File: config.mk
export PLATFORM = sky130hd
export DESIGN_NAME = periodic_tick_timer
export DESIGN_NICKNAME = d
export VERILOG_FILES = /design/src/core/periodic_tick_timer.v
export VERILOG_INCLUDE_DIRS = /design/src /design/src/core
export SDC_FILE = /design/constraint.sdc
export NUM_CORES = 1
export LEC_CHECK = 0
export ABC_AREA = 1
export BUFFER_PORTS_ARGS = -buffer_cell sky130_fd_sc_hd__buf_2
export CAP_MARGIN = 30
export CORE_UTILIZATION = 46
export DETAILED_ROUTE_END_ITERATION = 6
export MAX_ROUTING_LAYER = met4
export PLACE_DENSITY = 0.86
export SLEW_MARGIN = 20
export SYNTH_ARGS = -nofsm -noshare
export SYNTH_HDL_FRONTEND = slang
export SYNTH_SLANG_ARGS = --single-unit
File: constraint.sdc
create_clock -name CLOCK_I -period 3.6 [get_ports CLOCK_I]
set_input_delay 0.18 -clock CLOCK_I [delete_from_list [all_inputs] [get_ports CLOCK_I]]
set_output_delay 0.18 -clock CLOCK_I [all_outputs]
set_load 0.03 [all_outputs]
File: src/core/tick_timer_regs.vh
// Purpose: constants of the periodic tick timer
// Assumes: APB byte addressing, 32-bit data, one word per register
// Notes: the printed offset is taken as a word index; the byte address is four times it
`ifndef TICK_TIMER_REGS_VH
`define TICK_TIMER_REGS_VH

`define RTISC_INDEX 16'h1808
`define RTISC_ADDR 16'h6020
`define RTISC_RESET 8'h00
`define BIT_PEND 7
`define BIT_ACK 6
`define BIT_CLKSEL 5
`define BIT_IE 4
`define SEL_HI 2
`define SEL_LO 0
// 1 ms base time of the period ladder, in nanoseconds
`define BASE_TIME_NS 1000000
`define CLK_PERIOD_NS 5
`define BASE_CYCLES (`BASE_TIME_NS / `CLK_PERIOD_NS)
// one base tick is 1 ms of the selected source; counter reaches 128 ms
`define CNT_W 8

`endif

File: src/core/periodic_tick_timer.v
// Purpose: periodic tick timer with status and control register on APB
// Assumes: source ticks (internal oscillator, external clock) arrive as pulses
// Notes: external tick is a pin, synchronised before use
//        a period change acts on the running count, there is no restart
//        pending survives every reset except its own two clears
// Function
// whole register returns to zero on power-on reset and deep stop exit
// expiry in deep stop wakes the part, sets no flag or request
// timer expiry is a wake-up source from every power saving state
// in run or shallow stop, expiry sets the pending flag
// bit 7 reads pending; kept across the other kinds of reset
// writing 1 to bit 6 clears pending; bit 6 reads zero
// bit 5 picks source: 0 internal oscillator, 1 external clock
// bit 4 gates the interrupt request, zero after reset
// bits 2:0 pick period: off, 2, 4, 8, 16, 32, 64, 128 ms
// timer clock and counter value are outputs for other modules
// code 011 selects 8 ms
// request only when pending and enabled; bit 3 reads zero
`timescale 1ns/1ps
`include "tick_timer_regs.vh"

module periodic_tick_timer
(
	// clock and resets
	input wire CLOCK_I,
	input wire RESET_I,
	input wire DEEP_STOP_EXIT_I,
	// power mode
	input wire DEEP_STOP_MODE_I,
	input wire SHALLOW_STOP_MODE_I,
	// tick sources, 1 ms steps
	input wire OSC_TICK_I,
	input wire EXT_CLOCK_I,
	// apb slave
	input wire PSEL_I,
	input wire PENABLE_I,
	input wire PWRITE_I,
	input wire [15:0] PADDR_I,
	input wire [31:0] PWDATA_I,
	input wire [3:0] PSTRB_I,
	output wire PREADY_O,
	output reg [31:0] PRDATA_O,
	output wire PSLVERR_O,
	// results
	output wire TICK_IRQ_O,
	output reg WAKEUP_O,
	output reg TICK_CLOCK_O,
	output reg [`CNT_W-1:0] TICK_COUNT_O
);

	function [`CNT_W-1:0] period_limit;
		input [2:0] sel;
		begin
			case (sel)
				3'h1: period_limit = 8'h02;
				3'h2: period_limit = 8'h04;
				// doubling gap
				3'h3: period_limit = 8'h08;
				3'h4: period_limit = 8'h10;
				3'h5: period_limit = 8'h20;
				3'h6: period_limit = 8'h40;
				3'h7: period_limit = 8'h80;
				default: period_limit = 8'h00;
			endcase
		end
	endfunction

	// synchroniser and edge detect of the external clock pin
	reg ext_meta_reg;
	reg ext_sync_reg;
	reg ext_last_reg;
	wire ext_rise;

	// register fields and their next values
	reg pend_reg;
	reg pend_next;
	reg pend_set;
	reg clksel_reg;
	reg clksel_next;
	reg ie_reg;
	reg ie_next;
	reg [2:0] sel_reg;
	reg [2:0] sel_next;

	// bus decode
	wire clear_all;
	wire setup;
	wire access;
	wire hit;
	wire lane0;
	wire wr_hit;
	wire ack_hit;
	reg [31:0] rdata_next;

	// period ladder
	genvar g;
	wire [7:0] sel_onehot;
	wire [`CNT_W-1:0] limit;
	wire running;

	// counting and wake, all settled by the combinational blocks below
	reg src_tick;
	reg expire;
	reg [`CNT_W-1:0] count_next;
	reg tick_clock_next;
	reg wake_next;

	// operating context of the part, decoded from the two mode levels;
	// deep stop takes precedence should both ever be high together
	localparam [1:0] MODE_RUN = 2'b00;
	localparam [1:0] MODE_SHALLOW = 2'b01;
	localparam [1:0] MODE_DEEP = 2'b10;

	function [1:0] mode_of;
		input deep;
		input shallow;
		begin
			if (deep)
				mode_of = MODE_DEEP;
			else if (shallow)
				mode_of = MODE_SHALLOW;
			else
				mode_of = MODE_RUN;
		end
	endfunction

	// software view of the register; bits 6 and 3 are never stored
	function [31:0] read_image;
		input pend;
		input clksel;
		input ie;
		input [2:0] sel;
		begin
			read_image = 32'h00000000;
			read_image[`BIT_PEND] = pend;
			read_image[`BIT_CLKSEL] = clksel;
			read_image[`BIT_IE] = ie;
			read_image[`SEL_HI:`SEL_LO] = sel;
		end
	endfunction

	// power-on reset and deep stop exit clear alike
	assign clear_all = RESET_I | DEEP_STOP_EXIT_I;
	assign setup = PSEL_I & ~PENABLE_I;
	assign access = PSEL_I & PENABLE_I;
	assign hit = (PADDR_I == `RTISC_ADDR);
	// only byte lane 0 carries the 8-bit register
	assign lane0 = PSTRB_I[0];
	assign wr_hit = access & PWRITE_I & hit & lane0;
	// acknowledge strobe
	assign ack_hit = wr_hit & PWDATA_I[`BIT_ACK];
	// no wait states: every access completes in one cycle
	assign PREADY_O = 1'b1;
	// unmapped addresses answer with an error, reads return zero
	assign PSLVERR_O = access & ~hit;

	// first stage read only by the second
	always @(posedge CLOCK_I)
	begin
		ext_meta_reg <= EXT_CLOCK_I;
		ext_sync_reg <= ext_meta_reg;
		ext_last_reg <= ext_sync_reg;
	end

	// rising edge of the synchronised pin
	assign ext_rise = ext_sync_reg & ~ext_last_reg;

	// one line per period code; code 0 is the off state
	generate
		for (g = 0; g < 8; g = g + 1)
		begin : sel_decode
			assign sel_onehot[g] = (sel_reg == g);
		end
	endgenerate

	// source choice
	// the pin path costs two cycles of lag, the oscillator none
	always @*
	begin
		case (clksel_reg)
			1'b0: src_tick = OSC_TICK_I;
			1'b1: src_tick = ext_rise;
			default: src_tick = 1'b0;
		endcase
	end

	// period ladder
	assign limit = period_limit(sel_reg);
	assign running = ~sel_onehot[0];

	// expiry on the tick that ends the period; a count left above a
	// newly shortened period ends on the next source tick instead of running on to 255
	always @*
	begin
		expire = 1'b0;
		if (running & src_tick)
			expire = (TICK_COUNT_O >= limit - 8'h01);
	end

	always @*
	begin
		count_next = TICK_COUNT_O;
		tick_clock_next = 1'b0;
		// off: counter parked at zero so a new period starts clean
		if (!running)
			count_next = 8'h00;
		else if (src_tick)
		begin
			tick_clock_next = 1'b1;
			if (expire)
				count_next = 8'h00;
			else
				count_next = TICK_COUNT_O + 8'h01;
		end
	end

	// counter for other modules
	always @(posedge CLOCK_I)
	begin
		if (clear_all)
			TICK_COUNT_O <= 8'h00;
		else
			TICK_COUNT_O <= count_next;
	end

	// one pulse per counted source tick, a clock enable for others
	always @(posedge CLOCK_I)
	begin
		if (clear_all)
			TICK_CLOCK_O <= 1'b0;
		else
			TICK_CLOCK_O <= tick_clock_next;
	end

	// control fields follow a write to the register
	always @*
	begin
		clksel_next = clksel_reg;
		ie_next = ie_reg;
		sel_next = sel_reg;
		// a read or a miss leaves the fields alone
		if (wr_hit)
		begin
			clksel_next = PWDATA_I[`BIT_CLKSEL];
			ie_next = PWDATA_I[`BIT_IE];
			sel_next = PWDATA_I[`SEL_HI:`SEL_LO];
		end
	end

	// control fields back to zero
	always @(posedge CLOCK_I)
	begin
		if (clear_all)
		begin
			clksel_reg <= 1'b0;
			ie_reg <= 1'b0;
			sel_reg <= 3'h0;
		end
		else
		begin
			clksel_reg <= clksel_next;
			ie_reg <= ie_next;
			sel_reg <= sel_next;
		end
	end

	// set in run or shallow stop; set wins over a same-cycle
	// acknowledge so that an expiry is never lost
	always @*
	begin
		case (mode_of(DEEP_STOP_MODE_I, SHALLOW_STOP_MODE_I))
			MODE_RUN: pend_set = expire;
			MODE_SHALLOW: pend_set = expire;
			// deep stop: expiry only wakes the part
			MODE_DEEP: pend_set = 1'b0;
			default: pend_set = 1'b0;
		endcase
		pend_next = pend_reg;
		if (pend_set)
			pend_next = 1'b1;
		// acknowledge by writing one
		else if (ack_hit)
			pend_next = 1'b0;
	end

	// only this block's own clears reach pending; other resets don't
	always @(posedge CLOCK_I)
	begin
		if (clear_all)
			pend_reg <= 1'b0;
		else
			pend_reg <= pend_next;
	end

	// wake from any stop mode, without flag in deep stop
	always @*
	begin
		case (mode_of(DEEP_STOP_MODE_I, SHALLOW_STOP_MODE_I))
			MODE_SHALLOW: wake_next = expire;
			MODE_DEEP: wake_next = expire;
			// nothing to wake from in run mode
			MODE_RUN: wake_next = 1'b0;
			default: wake_next = 1'b0;
		endcase
	end

	always @(posedge CLOCK_I)
	begin
		if (RESET_I)
			WAKEUP_O <= 1'b0;
		else
			WAKEUP_O <= wake_next;
	end

	// request needs pending and enable
	// level, drops the cycle after an acknowledge or a disable
	assign TICK_IRQ_O = pend_reg & ie_reg;

	// bits 6 and 3 read zero; other addresses read zero
	always @*
	begin
		rdata_next = PRDATA_O;
		if (setup)
		begin
			if (~PWRITE_I & hit)
				rdata_next = read_image(pend_reg, clksel_reg, ie_reg, sel_reg);
			else
				rdata_next = 32'h00000000;
		end
	end

	// read image is taken in the setup cycle and stands through access
	always @(posedge CLOCK_I)
	begin
		if (RESET_I)
			PRDATA_O <= 32'h00000000;
		else
			PRDATA_O <= rdata_next;
	end

endmodule // periodic_tick_timer

Yosys cells after proc, flatten, opt, wreduce, memory -nomap -nowiden
Index checks and enable logic that the tools add are counted.
{"block": "classes", "eq_ne": 10, "muxes": 11, "add_sub_neg": 2, "n_reduce_logical": 7, "magnitude_cmp": 1, "bitwise": 19}
{"op": "$pmux 8 s7", "n": 1}
{"op": "$eq 16x15->1 const B", "n": 1}
{"op": "$mux 8", "n": 2}
{"op": "$eq 3x3->1 const B", "n": 4}
{"op": "$and 1x1->1", "n": 11}
{"op": "$add 8x1->8 const B", "n": 1}
{"op": "$ge 8x8->1", "n": 1}
{"op": "$reduce_or 2->1", "n": 4}
{"op": "$sub 8x1->8 const B", "n": 1}
{"op": "$not 1->1", "n": 7}
{"op": "$eq 3x2->1 const B", "n": 2}
{"op": "$mux 1", "n": 6}
{"op": "$eq 3x1->1 const B", "n": 1}
{"op": "$logic_not 3->1", "n": 1}
{"op": "$eq 2x1->1 const B", "n": 1}
{"op": "$eq 2x2->1 const B", "n": 1}
{"op": "$logic_not 2->1", "n": 1}
{"op": "$mux 2", "n": 1}
{"op": "$pmux 1 s2", "n": 1}
{"op": "$reduce_bool 2->1", "n": 1}
{"op": "$or 1x1->1", "n": 1}
{"block": "totals", "inputBits": 62, "word_cells": 61, "ff_bits": 51}

Logic depth before layout (Yosys ltp)
Gate-level depths: netlist (run 1).
{"block": "logic_depth", "word_depth": 7, "ltp_mapped": 15, "mapped_depth_nobuf": 15}

Worst setup path before layout (run 1)
OpenSTA, ideal clock, no wires.
{"block": "synth_path", "kind": "reg-to-reg", "start": "register sel_reg[1]", "end": "register TICK_COUNT_O[4]", "path_buffers": 0, "t_arrival_ps": 2181, "stages_incl_launch_ff": 15, "period_less_slack_ps": 2246, "required_ps": 3535, "setup_time_ps": 65, "slack_ps": 1354, "path_cell_list": "dfxtp_1 -> inv_1 -> nand3_1 -> ha_1 -> nand2_1 -> nor2_1 -> nand3_1 -> xor2_1 -> ha_1 -> a21o_1 -> nor2_1 -> nand2_1 -> nand2_2 -> nand2_1 -> nor2_1"}
{"block": "synth_between", "elab_chain_len": 6}
{"item": "start, declared", "line": "periodic_tick_timer.v:82", "source": "reg [2:0] sel_reg;"}
{"item": "start signal, assigned", "line": "periodic_tick_timer.v:263", "source": "sel_reg <= sel_next;"}
{"item": "$eq 3x3->1 (tied with other cells)", "line": "periodic_tick_timer.v:54", "source": "case (sel)"}
{"item": "$pmux 8 s7", "line": "periodic_tick_timer.v:54"}
{"item": "$sub 8x1->8", "line": "periodic_tick_timer.v:197", "source": "expire = (TICK_COUNT_O >= limit - 8'h01);"}
{"item": "$ge 8x8->1", "line": "periodic_tick_timer.v:197"}
{"item": "$mux 1", "line": "periodic_tick_timer.v:196", "source": "if (running & src_tick)"}
{"item": "$mux 8", "line": "periodic_tick_timer.v:210", "source": "if (expire)"}
{"item": "end signal, assigned", "line": "periodic_tick_timer.v:223", "source": "TICK_COUNT_O <= count_next;"}
{"item": "end, declared", "line": "periodic_tick_timer.v:48", "source": "output reg [`CNT_W-1:0] TICK_COUNT_O"}
Several ways; a longest one is shown, not always the timed one.
A chain may end at the register's enable or synchronous reset.

Worst setup path after layout (run 1)
Same ends and word-level chain as after synthesis.

==> results of run 1 <==
[layout make-up]
cell class	count	area share, %
flip-flops and latches	25	26.1
repair buffers	51	13.6
clock buffers	4	1.37
multi-input cells	182	49.6
well taps	46	3.01
inverters	32	6.27
[kinds of logic (layout without fill, tap and decap cells)]
group	after synthesis	in the layout	synth area share, %
fa+ha+maj	13	13	9.67
buf+inv	60	87	19.4
other cells	2	27	0.446
simple gates	107	107	27.9
xor+xnor	7	7	3.64
compound gates	28	28	9.22
flops	25	25	29.7
[synth_stat cells (all sizes together)]
cell / n
nand2: 55
nor2: 35
inv: 32
buf: 27
dfxtp: 25
o21ai: 14
ha: 13
a21oi: 12
nand3: 12
xor2: 6
nand4: 3
conb: 2
nor3: 2
a21o: 1
clkbuf: 1
o22ai: 1
xnor2: 1
[path summary, 6_finish.rpt]
| kind | end | slack [ns] |
|---|---|---|
| min reg2reg | ext_sync_reg | 0.34 |
| min | sel_reg[2] | 0.08 |
| max | TICK_COUNT_O[4] | 0.94 |
| max reg2reg | TICK_COUNT_O[4] | 0.94 |
[power by group through the flow]
stage | Clock [uW] | Combinational, uW | Sequential, uW
finish | 126 | 86.2 | 285
global route | 143 | 93.4 | 286
CTS | 129 | 85.8 | 285
detailed placement | 0 | 84.9 | 291
global placement | 0 | 83.6 | 291
floorplan | 0 | 75.7 | 298
[worst max-delay path: stages (launching register included)]
cell and delay (ns):
dfxtp_1 0.50, inv_1 0.16, nand3_1 0.17, ha_1 0.21
nand2_1 0.07, nor2_1 0.15, nand3_1 0.12, xor2_1 0.15
ha_1 0.29, a21o_1 0.16, nor2_1 0.11, nand2_1 0.10
nand2_2 0.14, nand2_1 0.13, nor2_1 0.14
[metal layers]
layer	vias to the layer above	global-route usage, %
li1	806	-
met1	687	21.1
met2	46	33.3
met3	5	2.92
met4	0	5.52
met5	-	-
[metrics by stage]
stage	setup slack [ns]	total power [uW]	cells	instance area, um^2	utilization [%]
3_5_place_dp	0.941	376	335	1880	55.0
2_1_floorplan	1.35	374	267	1780	-
3_3_place_gp	1.04	374	335	1880	55.0
4_1_cts	0.918	500	340	1910	56.0
5_1_grt	0.541	522	340	1910	56.0
6_report	0.940	496	340	1910	56.0
[what timing repair did]
| action | in CTS | in global routing |
|---|---|---|
| buffers inserted | 0 | 0 |
| hold buffers | 1 | 0 |
| endpoints found under the hold margin | 1 | 0 |
==> metrics.cfg, run 1 <==
[clock_tree]
clock_sinks=25
cts_tree=yes
cts_resized=0
cts_buffer_depth=2
root_buffer=clkbuf_4
worst_skew_pair.late_latency_ns=0.32
clk_pin_slew_worst_paths_ns=0.13
cts_max_level=1
numCtsBuffers=3

[routing]
wire_per_inst_um=9.39
vias=1544
first_iter_violations=41
vias_per_cell=4.54
highest_layer=met4
wl_met2_um=1630
wl_met1_um=1390
routed-wl-met3_um=135
routed_wl_um=3190
dr.pass1.iters=4
ant_nets=0
drc=0

[placement]
io_buffers=50
gp_congestion=0.866
post-dp-hpwl_um=2620

[global_route]
gr-total-overflow=0
grt_pass1_wl_um=5790
grt_max_degree=14
grt_usage_pct=18.6
grt_pass1_vias=1439
antenna_found_initial=0

[floorplan]
core_um2=3420
die_w_um=62.5
num_io_pins=107
fp.dieH_um=62.5
rows=21
initial_core_util_pct=49.3
dieArea_um2=3900

[yosys]
ys_ff_latch=25
avgSynthCellArea_um2=6.95
yosys.area.top_type=dfxtp_1
yosys.area.top_type_share_pct=29.7
synth.cell_area_um2=1680
seq_area_frac_synth_pct=29.7
synth.distinct_cells=25
synth_area_leaders=dfxtp_1 30%, buf_4 12%, nand2_1 11%, ha_1 9.7%, inv_1 6.9%
synthCells=242
ys_warn_count=0

[pwr]
p_leak_uw=0.00107
power.switching_uw=149
clockPowerShare_pct=25.3
sw_frac_of_total_pct=30.1
comb_power_share_pct=17.4
pwr-share-seq_pct=57.3
ir_drop_uv=236
p_per_area_nw_per_um2=259
p_int_uw=347

[hold_path]
hold_depth=3
hold_path.startpoint=PWDATA_I[2]
hold_path_class=in -> reg

[cells_and_area]
area_delta_synth_final_pct=13.8
diodes=0
largest_reg_flops=8
fill_cells=330
seqCellArea_um2=500
mostFrequentLayoutCells=50 x nand2_1, 50 x buf_2, 31 x inv_1, 31 x nor2_1, 27 x conb_1
layout-drive-gt1-share_pct=22.1
final_nets=370
multi_input_area_um2=950

[setup_path]
crit_type=reg -> reg
rr_startpoint=sel_reg[1]
reg2reg_depth=14
worstSetupStartpoint=sel_reg[1]
cp.arrival_ns=2.92
cp-end-kind=flop
startpoint_type=flop
worst-path-max-fanout=9
cp.required_ns=3.86

[sta]
drv_slew=0
finalCriticalPeriod_ns=2.66
fin_skew_ns=0.00512
slew_headroom_pct=56.6
tns_ns=0
hold_violations=0
fin_crit_sh_pct=73.9
tightest_slew_ns=0.648
setup_violations=0
rsz0062_at_grt=false
holdWs_ns=0.0801
fmax_mhz=376

[job]
cap_violations=0

[run_status]
status=finished clean

Power figures use the tool's default switching activity.
==> run 2, diff against run 1 <==
- CORE_UTILIZATION: 46 -> 43
- PLACE_DENSITY: 0.86 -> 0.81
- clock period: 3.6 -> 2.7 ns (I/O delays scaled with it)
==> metrics.cfg, run 2 (same netlist as run 1, synthesis figures left out) <==
[run_status]
status=finished clean  ; unchanged

[sta]
hold_violations=0  ; unchanged
tns_ns=0  ; unchanged
fin_skew_ns=0.000949  ; was 0.00512 ns
drv_slew=0  ; unchanged
rsz0062_at_grt=false  ; unchanged
fin_crit_sh_pct=88.9  ; was 73.9%
finalCriticalPeriod_ns=2.40  ; was 2.66 ns
setup_violations=0  ; unchanged
slew_headroom_pct=56.2  ; was 56.6%
tightest_slew_ns=0.654  ; was 0.648 ns
fmax_mhz=417  ; was 376 MHz
fin_ws_ns=0.299  ; was 0.940 ns

[clock_tree]
root_buffer=clkbuf_8  ; was clkbuf_4
cts_setup_buffers=0  ; unchanged
cts_tree=yes  ; unchanged
clk_pin_slew_worst_paths_ns=0.08  ; was 0.13 ns
clock_sinks=25  ; unchanged
cts_buffer_depth=2  ; unchanged
cts_max_level=1  ; unchanged
worst_skew_pair.late_latency_ns=0.27  ; was 0.32 ns
numCtsBuffers=3  ; unchanged

[global_route]
grt_pass1_vias=1444  ; was 1439
antenna_found_initial=0  ; unchanged
grt_max_degree=14  ; unchanged
grt_pass1_wl_um=5630  ; was 5790 um
gr-total-overflow=0  ; unchanged
grt_usage_pct=17.1  ; was 18.6%

[floorplan]
dieArea_um2=4170  ; was 3900 um^2
core_um2=3720  ; was 3420 um^2
die_w_um=64.6  ; was 62.5 um
initial_core_util_pct=45.3  ; was 49.3%
fp.dieH_um=64.6  ; was 62.5 um
num_io_pins=107  ; unchanged
rows=22  ; was 21

[setup_path]
reg2reg_depth=14  ; unchanged
cp.arrival_ns=2.61  ; was 2.92 ns
worst-path-max-fanout=8  ; was 9
crit_buf_inv=1  ; unchanged
crit_type=reg -> reg  ; unchanged
reg2reg_to=TICK_COUNT_O[4]  ; unchanged
rr_startpoint=sel_reg[2]  ; was sel_reg[1]
worstSetupStartpoint=sel_reg[2]  ; was sel_reg[1]
r2r_setup_slack_ns=0.30  ; was 0.94 ns
cpMaxStageDelayCell=dfxtp_2  ; was dfxtp_1
startpoint_type=flop  ; unchanged
max_stage_delay_ns=0.41  ; was 0.50 ns
cp_top_family=simple AND/OR/NAND/NOR gates  ; unchanged
cp.depth=14  ; unchanged
crit_path_end=TICK_COUNT_O[4]  ; unchanged
crit_chain=inv_2 > nand3_1 > ha_1 > nand2_1 > nor2_1 > nand3_1 > xor2_1 > ha_1 > a21o_1 > nor2_1 > nand2_1 > nand2_2 > nand2_1 > nor2_1  ; was inv_1 > nand3_1 > ha_1 > nand2_1 > nor2_1 > nand3_1 > xor2_1 > ha_1 > a21o_1 > nor2_1 > nand2_1 > nand2_2 > nand2_1 > nor2_1
cp-end-kind=flop  ; unchanged
cp.required_ns=2.91  ; was 3.86 ns

[routing]
routed_wl_um=3160  ; was 3190 um
drc=0  ; unchanged
first_iter_violations=33  ; was 41
ant_nets=0  ; unchanged
dr.pass1.iters=4  ; unchanged
vias=1527  ; was 1544
vias_per_cell=4.44  ; was 4.54
wire_per_inst_um=9.19  ; was 9.39 um

[job]
cap_violations=0  ; unchanged

[pwr]
pwr-share-seq_pct=53.0  ; was 57.3%
clockPowerShare_pct=31.0  ; was 25.3%
report.power.total_uw=716  ; was 496 uW
ir_drop_uv=266  ; was 236 uV
sw_frac_of_total_pct=28.8  ; was 30.1%
p_int_uw=510  ; was 347 uW
p_per_area_nw_per_um2=367  ; was 259 nW/um^2
p_leak_uw=0.00109  ; was 0.00107 uW
power.switching_uw=206  ; was 149 uW
comb_power_share_pct=16.0  ; was 17.4%

[placement]
post-dp-hpwl_um=2600  ; was 2620 um
gp_congestion=0.843  ; was 0.866
place_ws_ns=0.216  ; was 0.941 ns
io_buffers=50  ; unchanged

[cells_and_area]
mostFrequentLayoutCells=50 x nand2_1, 50 x buf_2, 31 x inv_1, 31 x nor2_1, 27 x conb_1  ; unchanged
final_util_pct=52.6  ; was 56.0%
diodes=0  ; unchanged
area_delta_synth_final_pct=16.1  ; was 13.8%
largest_reg_flops=8  ; unchanged
final_nets=372  ; was 370
layout-drive-gt1-share_pct=23.3  ; was 22.1%

[hold_path]
hold_path_class=in -> reg  ; unchanged

[run 2: cell types whose count changed in the layout (fill, tap and decap cells not counted)]
cell | before | now
clkbuf_8 | 0 | 3
buf_4 | 0 | 2
dfxtp_2 | 0 | 2
clkbuf_4 | 3 | 0
dfxtp_1 | 25 | 23
[run 2: layer usage]
metal	vias up	GRT usage (%)	part of all wire, %
met5	-	-	0
met3	5	2.99	3.8
met1	672	19.5	46
met4	0	5.28	1.1
met2	37	30.4	49
li1	813	-	-
[run 2: tightest hold or removal path: stages]
cell and delay, ns:
buf_2 0.07, o21ai_0 0.07, nor2_1 0.07
[run 2: cell type report]
class	count	area, um^2
Clock buffer	4	45.0
Fill cell	391	1760
Inverter	32	120
Multi-Input combinational cell	182	950
Sequential cell	25	503
Tap cell	48	60.1
Timing Repair Buffer	53	275
[run 2: timing repair]
item,in CTS,in global routing
hold buffers,1,0
endpoints found under the hold margin,1,0
gates resized for setup,0,2
setup endpoints to repair,0,7
[run 2: worst min-delay path by stage]
stage	cells past startpoint	slack [ns]	end	startpoint
2_1_floorplan	0	0.16	ext_meta_reg	EXT_CLOCK_I
3_3_place_gp	1	0.24	ext_meta_reg	EXT_CLOCK_I
3_5_place_dp	1	0.25	ext_meta_reg	EXT_CLOCK_I
4_1_cts	3	0.11	ie_reg	PWDATA_I[4]
5_1_grt	3	0.14	sel_reg[1]	PWDATA_I[1]
6_report	3	0.11	ie_reg	PWDATA_I[4]
[run 2: power groups by stage]
stage | clock (uW) | sequential, uW | combinational (uW)
finish | 222 | 379 | 115
detailed placement | 0 | 388 | 113
global placement | 0 | 388 | 112
CTS | 230 | 379 | 115
global route | 238 | 380 | 126
floorplan | 0 | 398 | 101
[run 2: stage by stage]
step           std cells  hold slack [ns]  area (um^2)
6_report             344            0.110         1950
4_1_cts              344            0.108         1950
5_1_grt              344            0.142         1950
3_5_place_dp         339            0.248         1900
3_3_place_gp         339            0.237         1900
2_1_floorplan        267            0.163         1780
==> run 3, diff against run 2 <==
- clock period: 2.7 -> 2.35 ns (I/O delays scaled with it)
==> metrics.cfg, run 3 (same netlist as run 1, synthesis figures left out) <==
[clock_tree]
root_buffer=clkbuf_8  ; unchanged
cts_max_level=1  ; unchanged
worst_skew_pair.late_latency_ns=0.27  ; about the same
cts_buffer_depth=2  ; unchanged
cts_tree=yes  ; unchanged
clock_sinks=25  ; unchanged
clk_pin_slew_worst_paths_ns=0.08  ; about the same
numCtsBuffers=3  ; unchanged

[sta]
setup_violations=0  ; unchanged
tightest_slew_ns=0.660  ; was 0.654 ns
fin_skew_ns=0.00358  ; was 0.000949 ns
slew_headroom_pct=55.8  ; was 56.2%
holdWs_ns=0.0721  ; was 0.110 ns
drv_slew=0  ; unchanged
fmax_mhz=444  ; was 417 MHz
hold_violations=0  ; unchanged
fin_crit_sh_pct=95.8  ; was 88.9%
finalCriticalPeriod_ns=2.25  ; was 2.40 ns

[floorplan]
dieArea_um2=4170  ; unchanged
initial_core_util_pct=45.3  ; unchanged
num_io_pins=107  ; unchanged
rows=22  ; unchanged
die_w_um=64.6  ; unchanged
fp.dieH_um=64.6  ; unchanged
core_um2=3720  ; unchanged

[cells_and_area]
final_common_cell=buf_2
area_delta_synth_final_pct=25.1  ; was 16.1%
mostFrequentLayoutCells=50 x buf_2, 45 x nand2_1, 30 x inv_1, 27 x nor2_1, 27 x conb_1  ; was 50 x nand2_1, 50 x buf_2, 31 x inv_1, 31 x nor2_1, 27 x conb_1
multi_input_area_um2=1020  ; was 950 um^2
seqCellArea_um2=507  ; was 503 um^2
final_nets=380  ; was 372
layout-drive-gt1-share_pct=32.2  ; was 23.3%
diodes=0  ; unchanged
largest_reg_flops=8  ; unchanged
fill_cells=373  ; was 391

[routing]
first_iter_violations=34  ; was 33
drc=0  ; unchanged
ant_nets=0  ; unchanged
dr.pass1.iters=4  ; unchanged
vias=1583  ; was 1527
routed_wl_um=3440  ; was 3160 um
wire_per_inst_um=9.78  ; was 9.19 um
vias_per_cell=4.50  ; was 4.44

[global_route]
grt_pass1_wl_um=5530  ; was 5630 um
gr-total-overflow=0  ; unchanged
grt_usage_pct=17.1  ; about the same
grt_max_degree=15  ; was 14
grt_pass1_vias=1401  ; was 1444
antenna_found_initial=0  ; unchanged

[job]
cap_violations=0  ; unchanged

[setup_path]
crit_type=reg -> reg  ; unchanged
cp.required_ns=2.52  ; was 2.91 ns
cp.arrival_ns=2.42  ; was 2.61 ns
cp-end-kind=flop  ; unchanged
rr_startpoint=sel_reg[1]  ; was sel_reg[2]
startpoint_type=flop  ; unchanged
worst-path-max-fanout=7  ; was 8
worstSetupStartpoint=sel_reg[1]  ; was sel_reg[2]

[pwr]
p_per_area_nw_per_um2=390  ; was 367 nW/um^2
report.power.total_uw=820  ; was 716 uW
p_leak_uw=0.00115  ; was 0.00109 uW
ir_drop_uv=279  ; was 266 uV

[run_status]
status=finished clean  ; unchanged

[hold_path]
hold_path_class=in -> reg  ; unchanged
hold_path.startpoint=PWDATA_I[2]  ; was PWDATA_I[4]

[placement]
io_buffers=50  ; unchanged
post-dp-hpwl_um=2610  ; was 2600 um
gp_congestion=0.845  ; was 0.843

[run 3: cell count changes in the layout (fill, tap and decap cells not counted), moves of 2 or more]
| cell | before | now |
|---|---|---|
| nor2_1 | 31 | 27 |
| ha_1 | 13 | 9 |
| a21oi_2 | 0 | 2 |
| nand3_2 | 1 | 4 |
| a21oi_1 | 12 | 10 |
| nand2_4 | 1 | 3 |
| buf_4 | 2 | 7 |
| nor2_2 | 2 | 6 |
| nand2_1 | 50 | 45 |
| nand2_2 | 4 | 7 |
| nand3_1 | 11 | 8 |
| buf_6 | 0 | 3 |
| ha_2 | 0 | 3 |
[run 3: what timing repair did]
action	in CTS	in global routing
hold buffers	1	0
endpoints found under the setup margin	0	10
resized for setup	0	29
setup buffers	0	5
hold endpoints to repair	1	0
[run 3: layout make-up]
cell class | instances | area share, %
timing repair buffer | 61 | 16.5
sequential | 25 | 24.1
clock buffer | 3 | 1.96
clock inverter | 1 | 0.238
tap | 48 | 2.85
multi-input combinational | 182 | 48.7
inverter | 32 | 5.71
[run 3: routing by layer]
layer	track usage, %	share of wire (%)	vias to the layer above
met4	8.06	2.0	0
met2	29.2	51	51
met1	19.7	43	696
met3	2.46	4.1	7
li1	-	-	829
met5	-	0	-
[run 3: final timing paths]
path / slack [ns] / cells after the start / to
max: 0.1 / 14 / pend_reg
min: 0.07 / 3 / sel_reg[2]
max reg2reg: 0.1 / 14 / pend_reg
min reg2reg: 0.33 / 0 / ext_sync_reg
[run 3: stage by stage]
| step | TNS [ns] | setup WS (ns) | cells | utilization [%] | cell area, um^2 |
|---|---|---|---|---|---|
| 3_5_place_dp | 0 | 0.0526 | 342 | 51.6 | 1920 |
| 6_report | 0 | 0.0994 | 352 | 56.6 | 2100 |
| 5_1_grt | -0.462 | -0.0661 | 352 | 56.6 | 2100 |
| 2_1_floorplan | 0 | 0.104 | 267 | - | 1780 |
| 4_1_cts | 0 | 0.0200 | 347 | 53.1 | 1970 |
| 3_3_place_gp | 0 | 0.103 | 342 | 51.6 | 1920 |
[run 3: critical path, stage by stage (launching register included)]
cell	delay [ns]
dfxtp_2	0.34
buf_6	0.14
ha_4	0.15
nor2_2	0.09
nand2_1	0.08
nand4_1	0.12
nand3_1	0.11
xor2_1	0.15
ha_1	0.33
a21o_1	0.19
nor2_2	0.09
nand2_2	0.09
buf_4	0.14
nand3_1	0.07
a21oi_1	0.07
[run 3: power breakdown]
part           internal, uW  total (uW)  switching, uW
clock                   119         253            134
combinational          33.1         132           99.4
sequential              431         435           4.15
